**src/hw/twowire_master_receiver_regs.vh**
```
// Register map, field positions, status codes and timing of the two-wire master
`ifndef TWOWIRE_MASTER_RECEIVER_REGS_VH
`define TWOWIRE_MASTER_RECEIVER_REGS_VH

// Byte offsets on the register bus
`define OFF_CONTROL     8'h00
`define OFF_STATUS      8'h04
`define OFF_DATA        8'h08
`define OFF_IRQ_STATUS  8'h0c
`define OFF_IRQ_MASK    8'h10

// Control register field positions
`define CTL_DONE        7
`define CTL_ACK         6
`define CTL_STA         5
`define CTL_STO         4
`define CTL_WC          3
`define CTL_EN          2
`define CTL_IE          0

// Interrupt status and mask bit positions
`define IRQ_DONE        0
`define IRQ_ARB         1

// Reset values
`define CONTROL_RESET   8'h00
`define STATUS_RESET    8'hf8
`define DATA_RESET      8'hff
`define IRQ_RESET       2'h0

// Bus status codes, prescaler bits always zero
`define ST_START        8'h08
`define ST_RSTART       8'h10
`define ST_AW_ACK       8'h18
`define ST_AW_NACK      8'h20
`define ST_DW_ACK       8'h28
`define ST_DW_NACK      8'h30
`define ST_ARB          8'h38
`define ST_AR_ACK       8'h40
`define ST_AR_NACK      8'h48
`define ST_DR_ACK       8'h50
`define ST_DR_NACK      8'h58
`define ST_NONE         8'hf8

// Bus responses
`define RESP_OKAY       2'b00
`define RESP_SLVERR     2'b10

// Timing: one quarter of a serial bit, rounded up to whole clocks
`define CLK_PERIOD_NS   4
`define QUARTER_NS      2500
`define QUARTER_CYC     ((`QUARTER_NS + `CLK_PERIOD_NS - 1) / `CLK_PERIOD_NS)

`endif

```
**src/hw/twowire_master_receiver.v**
```verilog
// Two-wire serial master receiver with AXI4-Lite register access
`timescale 1ns/10ps
`default_nettype none
`include "twowire_master_receiver_regs.vh"

// Contract
// - Start request waits for free bus, sends START
// - After START set done flag, status 0x08
// - Read address enters receive, write enters transmit
// - After address acknowledge report 0x38, 0x40, 0x48
// - Received byte readable when done flag set
// - Stop request write sends STOP, ends transfer
// - Start request write gives repeated START, 0x10
// - From 0x10 address direction picks the mode
// - Lost arbitration reports 0x38, releases or restarts
// - In 0x40/0x50 receive byte, ACK per enable
// - Report 0x50 after ACK, 0x58 after NACK
// - In 0x48/0x58 restart, stop, or stop-then-start
// - Stop request self-clears after STOP sent
// - Works only enabled; writing done one clears it
// - Repeated START keeps bus ownership
module twowire_master_receiver (
	// Clock and reset
	input  wire        aclk,
	input  wire        aresetn,
	// AXI4-Lite write channels
	input  wire [7:0]  awaddr,
	input  wire        awvalid,
	output wire        awready,
	input  wire [31:0] wdata,
	input  wire [3:0]  wstrb,
	input  wire        wvalid,
	output wire        wready,
	output wire [1:0]  bresp,
	output wire        bvalid,
	input  wire        bready,
	// AXI4-Lite read channels
	input  wire [7:0]  araddr,
	input  wire        arvalid,
	output wire        arready,
	output wire [31:0] rdata,
	output wire [1:0]  rresp,
	output wire        rvalid,
	input  wire        rready,
	// Serial clock line
	input  wire        scl_i,
	output wire        scl_o,
	output wire        scl_oe,
	// Serial data line
	input  wire        sda_i,
	output wire        sda_o,
	output wire        sda_oe,
	// Interrupt
	output wire        irq
);

	localparam [2:0] S_IDLE   = 3'd0;
	localparam [2:0] S_WAIT   = 3'd1;
	localparam [2:0] S_START  = 3'd2;
	localparam [2:0] S_XFER   = 3'd3;
	localparam [2:0] S_HOLD   = 3'd4;
	localparam [2:0] S_RSTART = 3'd5;
	localparam [2:0] S_STOP   = 3'd6;
	localparam [31:0] QTR_LAST = `QUARTER_CYC - 1;

	// Register bus state
	reg        awready_q;
	reg        wready_q;
	reg        bvalid_q;
	reg [1:0]  bresp_q;
	reg        arready_q;
	reg        rvalid_q;
	reg [31:0] rdata_q;
	reg [1:0]  rresp_q;
	reg        aw_got_q;
	reg        w_got_q;
	reg [7:0]  waddr_q;
	reg [7:0]  wbyte_q;
	reg        wlane_q;
	// Software visible state
	reg        done_q;
	reg        ack_en_q;
	reg        sta_q;
	reg        sto_q;
	reg        wc_q;
	reg        en_q;
	reg        ie_q;
	reg [7:0]  status_q;
	reg [7:0]  shift_q;
	reg [1:0]  irq_stat_q;
	reg [1:0]  irq_mask_q;
	reg        irq_q;
	// Engine
	reg [2:0]  st_q;
	reg [1:0]  ph_q;
	reg [3:0]  bit_q;
	reg        addr_ph_q;
	reg        mode_tx_q;
	reg        ack_rx_q;
	reg        ack_tx_q;
	reg        scl_oe_q;
	reg        sda_oe_q;
	reg        pin_lo_q;
	reg [9:0]  div_q;
	reg        tick_q;
	// Line synchronisers and bus monitor
	reg        scl_m_q;
	reg        scl_s_q;
	reg        sda_m_q;
	reg        sda_s_q;
	reg        sda_p_q;
	reg        busy_q;

	wire aw_take = awvalid & awready_q;
	wire w_take  = wvalid & wready_q;
	wire ar_take = arvalid & arready_q;
	wire do_wr   = aw_got_q & w_got_q & ~bvalid_q;
	wire tx_now  = addr_ph_q | mode_tx_q;
	wire out_bit = drive_bit(tx_now, bit_q, shift_q[7], ack_en_q);

	function mapped;
		input [7:0] a;
		begin
			mapped = (a == `OFF_CONTROL) || (a == `OFF_STATUS) ||
				(a == `OFF_DATA) || (a == `OFF_IRQ_STATUS) ||
				(a == `OFF_IRQ_MASK);
		end
	endfunction

	// Level the device puts on the data line for a bit slot; one is release
	function drive_bit;
		input       tx;
		input [3:0] n;
		input       msb;
		input       ack_en;
		begin
			if (n == 4'd8)
				drive_bit = tx ? 1'b1 : ~ack_en;
			else
				drive_bit = tx ? msb : 1'b1;
		end
	endfunction

	function [7:0] byte_status;
		input addr;
		input tx;
		input rw;
		input ack_rx;
		input ack_tx;
		begin
			if (addr && rw)
				byte_status = ack_rx ? `ST_AR_ACK : `ST_AR_NACK;
			else if (addr)
				byte_status = ack_rx ? `ST_AW_ACK : `ST_AW_NACK;
			else if (tx)
				byte_status = ack_rx ? `ST_DW_ACK : `ST_DW_NACK;
			else
				byte_status = ack_tx ? `ST_DR_ACK : `ST_DR_NACK;
		end
	endfunction

	function [31:0] read_mux;
		input [7:0] a;
		begin
			case (a)
			`OFF_CONTROL:
				read_mux = {24'h000000, done_q, ack_en_q, sta_q, sto_q,
					wc_q, en_q, 1'b0, ie_q};
			`OFF_STATUS:     read_mux = {24'h000000, status_q};
			`OFF_DATA:       read_mux = {24'h000000, shift_q};
			`OFF_IRQ_STATUS: read_mux = {30'h00000000, irq_stat_q};
			`OFF_IRQ_MASK:   read_mux = {30'h00000000, irq_mask_q};
			default:         read_mux = 32'h00000000;
			endcase
		end
	endfunction

	// Line synchronisers; the first stage is never looked at, and a third data stage feeds the bus monitor
	always @(posedge aclk) begin
		if (!aresetn) begin
			scl_m_q <= 1'b1;
			scl_s_q <= 1'b1;
			sda_m_q <= 1'b1;
			sda_s_q <= 1'b1;
			sda_p_q <= 1'b1;
			busy_q  <= 1'b0;
		end else begin
			scl_m_q <= scl_i;
			scl_s_q <= scl_m_q;
			sda_m_q <= sda_i;
			sda_s_q <= sda_m_q;
			sda_p_q <= sda_s_q;
			if (scl_s_q && sda_p_q && !sda_s_q)
				busy_q <= 1'b1;
			else if (scl_s_q && !sda_p_q && sda_s_q)
				busy_q <= 1'b0;
		end
	end

	// Quarter-bit enable
	always @(posedge aclk) begin
		if (!aresetn) begin
			div_q  <= 10'h000;
			tick_q <= 1'b0;
		end else if (div_q == QTR_LAST[9:0]) begin
			div_q  <= 10'h000;
			tick_q <= 1'b1;
		end else begin
			div_q  <= div_q + 10'h001;
			tick_q <= 1'b0;
		end
	end

	always @(posedge aclk) begin
		if (!aresetn) begin
			awready_q  <= 1'b0;
			wready_q   <= 1'b0;
			bvalid_q   <= 1'b0;
			bresp_q    <= `RESP_OKAY;
			arready_q  <= 1'b0;
			rvalid_q   <= 1'b0;
			rdata_q    <= 32'h00000000;
			rresp_q    <= `RESP_OKAY;
			aw_got_q   <= 1'b0;
			w_got_q    <= 1'b0;
			waddr_q    <= 8'h00;
			wbyte_q    <= 8'h00;
			wlane_q    <= 1'b0;
			done_q     <= 1'b0;
			ack_en_q   <= 1'b0;
			sta_q      <= 1'b0;
			sto_q      <= 1'b0;
			wc_q       <= 1'b0;
			en_q       <= 1'b0;
			ie_q       <= 1'b0;
			status_q   <= `STATUS_RESET;
			shift_q    <= `DATA_RESET;
			irq_stat_q <= `IRQ_RESET;
			irq_mask_q <= `IRQ_RESET;
			irq_q      <= 1'b0;
			st_q       <= S_IDLE;
			ph_q       <= 2'd0;
			bit_q      <= 4'd0;
			addr_ph_q  <= 1'b0;
			mode_tx_q  <= 1'b0;
			ack_rx_q   <= 1'b0;
			ack_tx_q   <= 1'b0;
			scl_oe_q   <= 1'b0;
			sda_oe_q   <= 1'b0;
			pin_lo_q   <= 1'b0;
		end else begin
			// Address and data are taken in either order
			if (aw_take) begin
				aw_got_q <= 1'b1;
				waddr_q  <= awaddr;
			end
			if (w_take) begin
				w_got_q <= 1'b1;
				wbyte_q <= wdata[7:0];
				wlane_q <= wstrb[0];
			end
			awready_q <= ~(aw_got_q | aw_take) | do_wr;
			wready_q  <= ~(w_got_q | w_take) | do_wr;
			if (bvalid_q && bready)
				bvalid_q <= 1'b0;
			if (do_wr) begin
				aw_got_q  <= 1'b0;
				w_got_q   <= 1'b0;
				awready_q <= 1'b1;
				wready_q  <= 1'b1;
				bvalid_q  <= 1'b1;
				bresp_q   <= mapped(waddr_q) ? `RESP_OKAY : `RESP_SLVERR;
			end
			if (do_wr && wlane_q) begin
				case (waddr_q)
				`OFF_CONTROL: begin
					ack_en_q <= wbyte_q[`CTL_ACK];
					sta_q    <= wbyte_q[`CTL_STA];
					sto_q    <= wbyte_q[`CTL_STO];
					en_q     <= wbyte_q[`CTL_EN];
					ie_q     <= wbyte_q[`CTL_IE];
					if (wbyte_q[`CTL_DONE])
						done_q <= 1'b0;
				end
				`OFF_DATA: begin
					// Loading mid-transfer would corrupt the shifter
					if (done_q) begin
						shift_q <= wbyte_q;
						wc_q    <= 1'b0;
					end else begin
						wc_q <= 1'b1;
					end
				end
				`OFF_IRQ_STATUS: irq_stat_q <= irq_stat_q & ~wbyte_q[1:0];
				`OFF_IRQ_MASK:   irq_mask_q <= wbyte_q[1:0];
				default: ;
				endcase
			end
			// Read channel answers one cycle after the address
			if (ar_take) begin
				rvalid_q <= 1'b1;
				rdata_q  <= read_mux(araddr);
				rresp_q  <= mapped(araddr) ? `RESP_OKAY : `RESP_SLVERR;
			end else if (rvalid_q && rready) begin
				rvalid_q <= 1'b0;
			end
			arready_q <= ~(ar_take | (rvalid_q & ~rready));
			irq_q     <= |(irq_stat_q & irq_mask_q);

			// Engine; hardware sets below win over software clears above
			if (!en_q) begin
				st_q     <= S_IDLE;
				scl_oe_q <= 1'b0;
				sda_oe_q <= 1'b0;
			end else if (tick_q) begin
				case (st_q)
				S_IDLE: begin
					scl_oe_q <= 1'b0;
					sda_oe_q <= 1'b0;
					if (sta_q && !done_q)
						st_q <= S_WAIT;
				end
				S_WAIT: begin
					if (!busy_q && scl_s_q && sda_s_q) begin
						st_q <= S_START;
						ph_q <= 2'd0;
					end
				end
				S_START: begin
					if (ph_q == 2'd0) begin
						sda_oe_q <= 1'b1;
						ph_q     <= 2'd1;
					end else begin
						scl_oe_q      <= 1'b1;
						st_q          <= S_HOLD;
						status_q      <= `ST_START;
						done_q        <= 1'b1;
						irq_stat_q[`IRQ_DONE] <= 1'b1;
						addr_ph_q     <= 1'b1;
					end
				end
				S_HOLD: begin
					// Clock stays low until the flag is cleared, except after lost arbitration, when it is already released
					if (!done_q) begin
						ph_q  <= 2'd0;
						bit_q <= 4'd0;
						if (status_q == `ST_ARB)
							st_q <= sta_q ? S_WAIT : S_IDLE;
						else if (sto_q)
							st_q <= S_STOP;
						else if (sta_q)
							st_q <= S_RSTART;
						else
							st_q <= S_XFER;
					end
				end
				S_XFER: begin
					case (ph_q)
					2'd0: begin
						sda_oe_q <= ~out_bit;
						if (bit_q == 4'd8)
							ack_tx_q <= ack_en_q;
						ph_q <= 2'd1;
					end
					2'd1: begin
						scl_oe_q <= 1'b0;
						ph_q     <= 2'd2;
					end
					2'd2: begin
						// Waits here while a slave stretches the clock
						if (scl_s_q) begin
							if (out_bit && !sda_s_q &&
								(tx_now ? bit_q != 4'd8 : bit_q == 4'd8)) begin
								sda_oe_q <= 1'b0;
								status_q <= `ST_ARB;
								done_q   <= 1'b1;
								irq_stat_q <= 2'b11;
								addr_ph_q <= 1'b0;
								st_q     <= S_HOLD;
							end else begin
								if (bit_q == 4'd8)
									ack_rx_q <= ~sda_s_q;
								else
									shift_q <= {shift_q[6:0], sda_s_q};
								ph_q <= 2'd3;
							end
						end
					end
					default: begin
						scl_oe_q <= 1'b1;
						ph_q     <= 2'd0;
						if (bit_q == 4'd8) begin
							// Data line kept until the next slot: moving it
							// as the clock falls breaks hold time
							status_q <= byte_status(addr_ph_q, mode_tx_q,
								shift_q[0], ack_rx_q, ack_tx_q);
							done_q   <= 1'b1;
							irq_stat_q[`IRQ_DONE] <= 1'b1;
							if (addr_ph_q)
								mode_tx_q <= ~shift_q[0];
							addr_ph_q <= 1'b0;
							st_q      <= S_HOLD;
						end else begin
							bit_q <= bit_q + 4'd1;
						end
					end
					endcase
				end
				S_RSTART: begin
					// Data released while the clock is low, so no STOP is seen and the bus stays ours
					case (ph_q)
					2'd0: begin
						sda_oe_q <= 1'b0;
						ph_q     <= 2'd1;
					end
					2'd1: begin
						scl_oe_q <= 1'b0;
						ph_q     <= 2'd2;
					end
					2'd2: begin
						if (scl_s_q) begin
							sda_oe_q <= 1'b1;
							ph_q     <= 2'd3;
						end
					end
					default: begin
						scl_oe_q  <= 1'b1;
						status_q  <= `ST_RSTART;
						done_q    <= 1'b1;
						irq_stat_q[`IRQ_DONE] <= 1'b1;
						addr_ph_q <= 1'b1;
						st_q      <= S_HOLD;
					end
					endcase
				end
				S_STOP: begin
					case (ph_q)
					2'd0: begin
						sda_oe_q <= 1'b1;
						ph_q     <= 2'd1;
					end
					2'd1: begin
						scl_oe_q <= 1'b0;
						ph_q     <= 2'd2;
					end
					2'd2: begin
						if (scl_s_q) begin
							sda_oe_q <= 1'b0;
							ph_q     <= 2'd3;
						end
					end
					default: begin
						sto_q    <= 1'b0;
						status_q <= `ST_NONE;
						st_q     <= sta_q ? S_WAIT : S_IDLE;
					end
					endcase
				end
				default: st_q <= S_IDLE;
				endcase
			end
		end
	end

	assign awready = awready_q;
	assign wready  = wready_q;
	assign bvalid  = bvalid_q;
	assign bresp   = bresp_q;
	assign arready = arready_q;
	assign rvalid  = rvalid_q;
	assign rdata   = rdata_q;
	assign rresp   = rresp_q;
	assign scl_o   = pin_lo_q;
	assign scl_oe  = scl_oe_q;
	assign sda_o   = pin_lo_q;
	assign sda_oe  = sda_oe_q;
	assign irq     = irq_q;

endmodule // twowire_master_receiver

`default_nettype wire

```
**config.mk**
```make
export PLATFORM = sky130hd
export DESIGN_NAME = twowire_master_receiver
export DESIGN_NICKNAME = d
export VERILOG_FILES = /design/src/hw/twowire_master_receiver.v
export VERILOG_INCLUDE_DIRS = /design/src /design/src/hw
export SDC_FILE = /design/constraint.sdc
export NUM_CORES = 1
export LEC_CHECK = 0
export BUFFER_PORTS_ARGS = -buffer_cell sky130_fd_sc_hd__buf_2
export CORE_MARGIN = 3
export CORE_UTILIZATION = 35
export DETAILED_ROUTE_END_ITERATION = 16
export HOLD_SLACK_MARGIN = 0.03
export PLACE_DENSITY = 0.59
export SLEW_MARGIN = 30
export SYNTH_ARGS = -nofsm -noshare
export SYNTH_HDL_FRONTEND = slang
export SYNTH_SLANG_ARGS = --single-unit
```
**constraint.sdc**
```tcl
create_clock -name aclk -period 2.7 [get_ports aclk]
set_input_delay 0.135 -clock aclk [delete_from_list [all_inputs] [get_ports aclk]]
set_output_delay 0.135 -clock aclk [all_outputs]
set_load 0.05 [all_outputs]
```
==> flow_summary.yaml, run 1 <==
cts:
  cts.sinks: 91
  ctsResizeCount: 0
  cts_tree: "built"
  insertion_delay_ns: 0.34
  htreeDepth: 3
  cts_root_buffer: "clkbuf_16"
  clock_path_buffers: 2
  numCtsBuffers: 9
  path_clk_slew_ns: 0.07
grt:
  grt_pass1_wl_um: 19400
  grt_max_degree: 36
  antenna_found_initial: 0
  track_usage: 0.160
  grt_remaining_overflow: 0
  grt_pass1_vias: 4002
worst_setup_path:
  path_cells: "inv_1, ha_1, nand3b_4, or4_4, a32oi_4, nand3_4, mux2_4"
  cp_num_buf_inv: 1
  crit_path_top_delay_cell: "or4_4"
  worstReg2RegStart: "bit_q[0]$_SDFFE_PN0P_"
  r2r_cells: 7
  cp.arrival_ns: 2.46
  timing.critical_path.required_ns: 2.93
  cp_top_family: "simple AND/OR/NAND/NOR gates"
  crit_path_max_incr_delay_ns: 0.53
  crit_type: "flop to flop"
  critPathLaunchType: "flop"
  rr_endpoint: "status_q[3]$_SDFFE_PN1P_"
  r2r_setup_slack_ns: 0.47
  crit_fanout: 9
  endpoint_kind: "flop"
status:
  status: "completed"
synth:
  ys_seq_area_frac: 0.377
  ys_async_sr_fraction: 0
  yosys-top-cells-count: "dfxtp_1, nand2_1, nor2_1"
  synth-edff-count: 0
  yosys.cell_types.count: 64
  synthFlopType: "dfxtp_1"
  avgSynthCellArea_um2: 8.21
  ys_warn_count: 0
  ys_ff_latch: 91
  syn_inst: 588
  yosysTopAreaCellShare: 0.377
  syn_area_um2: 4830
  synth_top_cell_by_area: "dfxtp_1"
  yosysMostFrequentCell: "dfxtp_1"
  synth_area_leaders: "dfxtp_1, mux2i_1, a21oi_1"
timing:
  fin_crit_ns: 2.23
  rsz0062_at_grt: "false"
  final.hold.worst_slack_ns: 0.0337
  final.period_utilization: 0.826
  fmax_mhz: 448
  drv_slew: 0
  tns_ns: 0
  tightest_slew_ns: 0.665
  relSlewSlack: 0.556
  skew_ns: 0.00807
  hold_viol_final: 0
  timing.final.setup_violations: 0
hold_path:
  min_from: "wdata[6]"
  whs_endpoint: "wbyte_q[6]$_SDFFE_PN0P_"
  holdPathStages: 3
  holdCritPathClass: "input port to flop"
drt:
  first_pass_iters: 5
  drc: 0
  finalWirelength_um: 12100
  detail_route.wl_per_cell_um: 14.8
  drtAntennaViolNets: 0
  first_iter_violations: 224
  via_per_inst: 5.26
  via_count: 4295
place:
  hpwl_um: 8770
  globalplace.congestion: 0.895
  port_buffers: 51
layout:
  final_layout_size_suffix_gt1_frac: 0.148
  areaGrowthSynthToFinish_pct: 15.0
  finalCoreUtilization: 0.416
  nNetsFinal: 705
  antenna_cells: 0
floorplanning:
  coreArea_um2: 13300
  die_w_um: 123
  start_util: 0.362
  die_area_um2: 15200
  fp.dieH_um: 123
  placementRows: 42
  ios: 107
job:
  cap_viol_max_count: 0
power:
  leakage_nw: 2.33
  power.density_nw_per_um2: 553
  vdd_drop_max_mv: 0.385
[state kept, by name, summed over array words and instances (netlist names), 2 cells and up]
register / cells
irq_mask_q: 2
status_q: 5
ph_q: 2
bit_q: 4
wbyte_q: 8
st_q: 3
rdata: 8
div_q: 10
shift_q: 8
irq_stat_q: 2
waddr_q: 8
[cell type report]
class	count	area, µm²
fill	1399	7790
clock buffer	9	225
sequential	91	1820
clock inverter	7	105
tap	176	220
inverter	14	52.6
multi-input combinational	449	2720
timing repair buffer	70	410
[worst max-delay path by stage]
| stage | to | depth (start not counted) | slack [ns] | start |
|---|---|---|---|---|
| floorplan | status_q[3]$_SDFFE_PN1P_ | 7 | 0.63 | bit_q[0]$_SDFFE_PN0P_ |
| global placement | status_q[3]$_SDFFE_PN1P_ | 7 | 0.49 | bit_q[0]$_SDFFE_PN0P_ |
| detailed placement | status_q[3]$_SDFFE_PN1P_ | 7 | 0.48 | bit_q[0]$_SDFFE_PN0P_ |
| CTS | status_q[3]$_SDFFE_PN1P_ | 7 | 0.45 | bit_q[0]$_SDFFE_PN0P_ |
| global route | shift_q[2]$_SDFF_PN1_ | 8 | 0.31 | ph_q[0]$_SDFFE_PN0P_ |
| finish | status_q[3]$_SDFFE_PN1P_ | 7 | 0.47 | bit_q[0]$_SDFFE_PN0P_ |
[timing repair]
action,in CTS,in global routing
endpoints found under the setup margin,0,0
hold buffers,5,0
hold endpoints to repair,5,0
setup buffers,0,0
[cell usage in the layout, fill, tap and decap left out, types with 8 or more instances in the layout]
cell type,n
a21oi_1,52
and3_1,8
buf_2,51
buf_4,14
clkbuf_16,9
conb_1,28
dfxtp_1,91
ha_1,9
inv_1,14
mux2i_1,32
nand2_1,65
nand2b_1,15
nand3_1,30
nor2_1,60
nor3_1,10
o21ai_0,24
[power breakdown]
| group | internal, mW | switching, mW |
|---|---|---|
| sequential | 1.37 | 0.0278 |
| combinational | 0.0684 | 0.202 |
| clock | 0.828 | 0.576 |
[metrics by stage]
stage	worst slack, ns	power, mW	cells	instance area, µm²
global placement	0.490	1.69	795	5170
detailed placement	0.477	1.69	795	5170
global route	0.315	3.18	816	5560
finish	0.469	3.07	816	5560
CTS	0.455	3.09	816	5560
floorplan	0.629	1.66	615	4930
[kinds of logic after synthesis]
logic type,share of synthesized area
simple gates,0.248
compound gates,0.174
flops,0.377
buf+inv,0.0806
mux,0.0756
fa+ha+maj,0.0254
xor+xnor,0.0181
other cells,0.000776
[per-layer routing]
metal | vias to the layer above | share of wire | global-route usage | wire, µm
li1 | 2115 | - | - | -
met1 | 2015 | 0.45 | 0.211 | 5410
met4 | 0 | 0.021 | 0.0692 | 249
met2 | 148 | 0.47 | 0.262 | 5720
met5 | - | 0 | 0 | 0
met3 | 17 | 0.058 | 0.0215 | 706
[worst min-delay path: cells and delay by family]
family	cells	cell delay [ns]
buffers and inverters	1	0.10
AOI/OAI and AO/OA	1	0.05
and+or+nand+nor	1	0.05
No activity file was read; power rests on OpenSTA's default activity.
==> inputs of run 2 (changes only) <==
- ABC_AREA: unset -> 1
- PLACE_DENSITY: 0.59 -> 0.61
- clock period: 2.7 -> 1.9 ns (I/O delays scaled with it)
==> run 2 against run 1 <==
Net effect:
- core utilization grew 3.1 points
- worst hold slack gained 0.0072 ns
- final area grew 3.6%
- wire length shrank 3.1%
- global-route usage grew 0.20 points
- critical endpoint is now addr_ph_q$_SDFFE_PN0P_
- highest routed layer unchanged
==> flow_summary.yaml, run 2 <==
timing:
  rsz0062_at_grt: "true"
  drv_slew: 0
  final.period_utilization: 0.922
  skew_ns: 0.00748
  hold_viol_final: 0
  fin_crit_ns: 1.75
  timing.final.setup_violations: 0
  fmax_mhz: 571
synth:
  yosys.cell_types.count: 38
  ys_warn_count: 0
  synthFlopType: "dfxtp_1"
  synth_area_leaders: "dfxtp_1, nand2_1, nor2_1"
  ys_async_sr_fraction: 0
  synth-edff-count: 0
  ys_ff_latch: 91
  yosysMostFrequentCell: "nand2_1"
  ys_seq_area_frac: 0.386
  avgSynthCellArea_um2: 6.90
  yosys-top-cells-count: "nand2_1, dfxtp_1, nor2_1"
  syn_area_um2: 4720
  syn_inst: 684
  yosysTopAreaCellShare: 0.386
  synth_top_cell_by_area: "dfxtp_1"
layout:
  areaGrowthSynthToFinish_pct: 22.0
  nNetsFinal: 846
  n_fill_cell: 1360
  final_layout_size_suffix_gt1_frac: 0.186
  antenna_cells: 0
  largest_reg_flops: 10
  final_common_cell: "nand2_1"
  layout_common_cells: "nand2_1, dfxtp_1, nor2_1"
  largest-register: "div_q"
  finalInstanceArea_um2: 5760
cts:
  htreeDepth: 3
  cts.sinks: 91
  insertion_delay_ns: 0.34
  clock_path_buffers: 2
  cts_root_buffer: "clkbuf_16"
  path_clk_slew_ns: 0.07
  cts_tree: "built"
  numCtsBuffers: 9
grt:
  grt_pass1_vias: 4057
  grt_max_degree: 46
  grt_pass1_wl_um: 19400
  antenna_found_initial: 0
  grt_remaining_overflow: 0
  track_usage: 0.162
drt:
  finalWirelength_um: 11700
  first_pass_iters: 5
  via_per_inst: 4.73
  drc: 0
  detail_route.wl_per_cell_um: 12.3
  first_iter_violations: 285
  via_count: 4499
  drtAntennaViolNets: 0
worst_setup_path:
  timing.critical_path.required_ns: 2.12
  endpoint_kind: "flop"
  cp.arrival_ns: 1.97
  crit_fanout: 7
  critPathLaunchType: "flop"
  r2r_cells: 11
  crit_type: "flop to flop"
floorplanning:
  start_util: 0.366
  coreArea_um2: 12900
  die_w_um: 122
  fp.dieH_um: 122
  die_area_um2: 14900
  placementRows: 41
  ios: 107
hold_path:
  holdCritPathClass: "input port to flop"
  holdPathStages: 3
power:
  vdd_drop_max_mv: 0.550
  power_mw: 4.43
  leakage_nw: 2.61
  power.density_nw_per_um2: 770
status:
  status: "completed"
place:
  globalplace.congestion: 0.950
  hpwl_um: 8850
  place_area_um2: 5220
  port_buffers: 51
job:
  cap_viol_max_count: 0
[run 2: layer usage]
layer | global-route usage | part of all wire
met5 | 0 | 0
met4 | 0.0497 | 0.011
met3 | 0.0353 | 0.055
met2 | 0.259 | 0.45
met1 | 0.219 | 0.48
[run 2: final timing paths]
kind,startpoint,end,slack [ns]
setup / recovery,st_q[2]$_SDFFE_PN0P_,addr_ph_q$_SDFFE_PN0P_,0.15
setup reg to reg,st_q[2]$_SDFFE_PN0P_,addr_ph_q$_SDFFE_PN0P_,0.15
hold / removal,wdata[4],wbyte_q[4]$_SDFFE_PN0P_,0.04
hold reg to reg,scl_m_q$_SDFF_PN1_,scl_s_q$_SDFF_PN1_,0.41
[run 2: where the power goes]
group	leakage (nW)	switching, mW	total, mW	internal [mW]
logic	1.71	0.303	0.402	0.0997
registers	0.740	0.0284	1.99	1.96
clock network	0.166	0.725	2.04	1.32
total	2.61	1.06	4.43	3.38
[run 2: cells by family (layout without fill, tap and decap cells)]
logic type | Yosys count | in the layout | share of synthesized area
AO/OA/AOI/OAI | 123 | 123 | 0.142
XOR/XNOR | 2 | 2 | 0.00371
adder cells (fa/ha/maj) | 9 | 9 | 0.0239
buffers and inverters | 121 | 190 | 0.120
flip-flops | 91 | 91 | 0.386
other | 1 | 28 | 0.000795
AND/OR/NAND/NOR | 337 | 337 | 0.324
[run 2: metrics by stage]
| step | setup slack, ns | std cells | TNS [ns] | hold WS (ns) | utilization |
|---|---|---|---|---|---|
| floorplan | 0.132 | 711 | 0 | 0.202 | - |
| global placement | 0.0870 | 919 | 0 | 0.284 | 0.406 |
| detailed placement | 0.0431 | 919 | 0 | 0.283 | 0.406 |
| CTS | 0.0375 | 945 | 0 | 0.0321 | 0.441 |
| global route | -0.0450 | 952 | -0.103 | 0.0517 | 0.447 |
| finish | 0.147 | 952 | 0 | 0.0410 | 0.447 |
[run 2: cell type report]
| cell class | instances | area (µm²) | area share |
|---|---|---|---|
| inverter | 79 | 300 | 0.0522 |
| multi-input combinational | 499 | 2450 | 0.426 |
| sequential | 91 | 1820 | 0.317 |
| tap | 172 | 215 | 0.0374 |
| clock buffer | 11 | 243 | 0.0422 |
| clock inverter | 4 | 98.8 | 0.0172 |
| timing repair buffer | 96 | 621 | 0.108 |
[run 2: repair_timing]
item | CTS | global route
hold buffers | 11 | 0
buffers inserted | 0 | 7
resized for setup | 0 | 10
setup endpoints to repair | 0 | 22
endpoints found under the hold margin | 11 | 0
[run 2: critical path: stages (launching register included)]
cell	delay (ns)
dfxtp_1	0.38
inv_2	0.09
nand3_2	0.15
buf_4	0.20
nand2_2	0.11
inv_2	0.05
nand2_1	0.12
nand2_1	0.14
nor2_1	0.19
nand3_1	0.10
nand2_1	0.06
a21oi_1	0.06
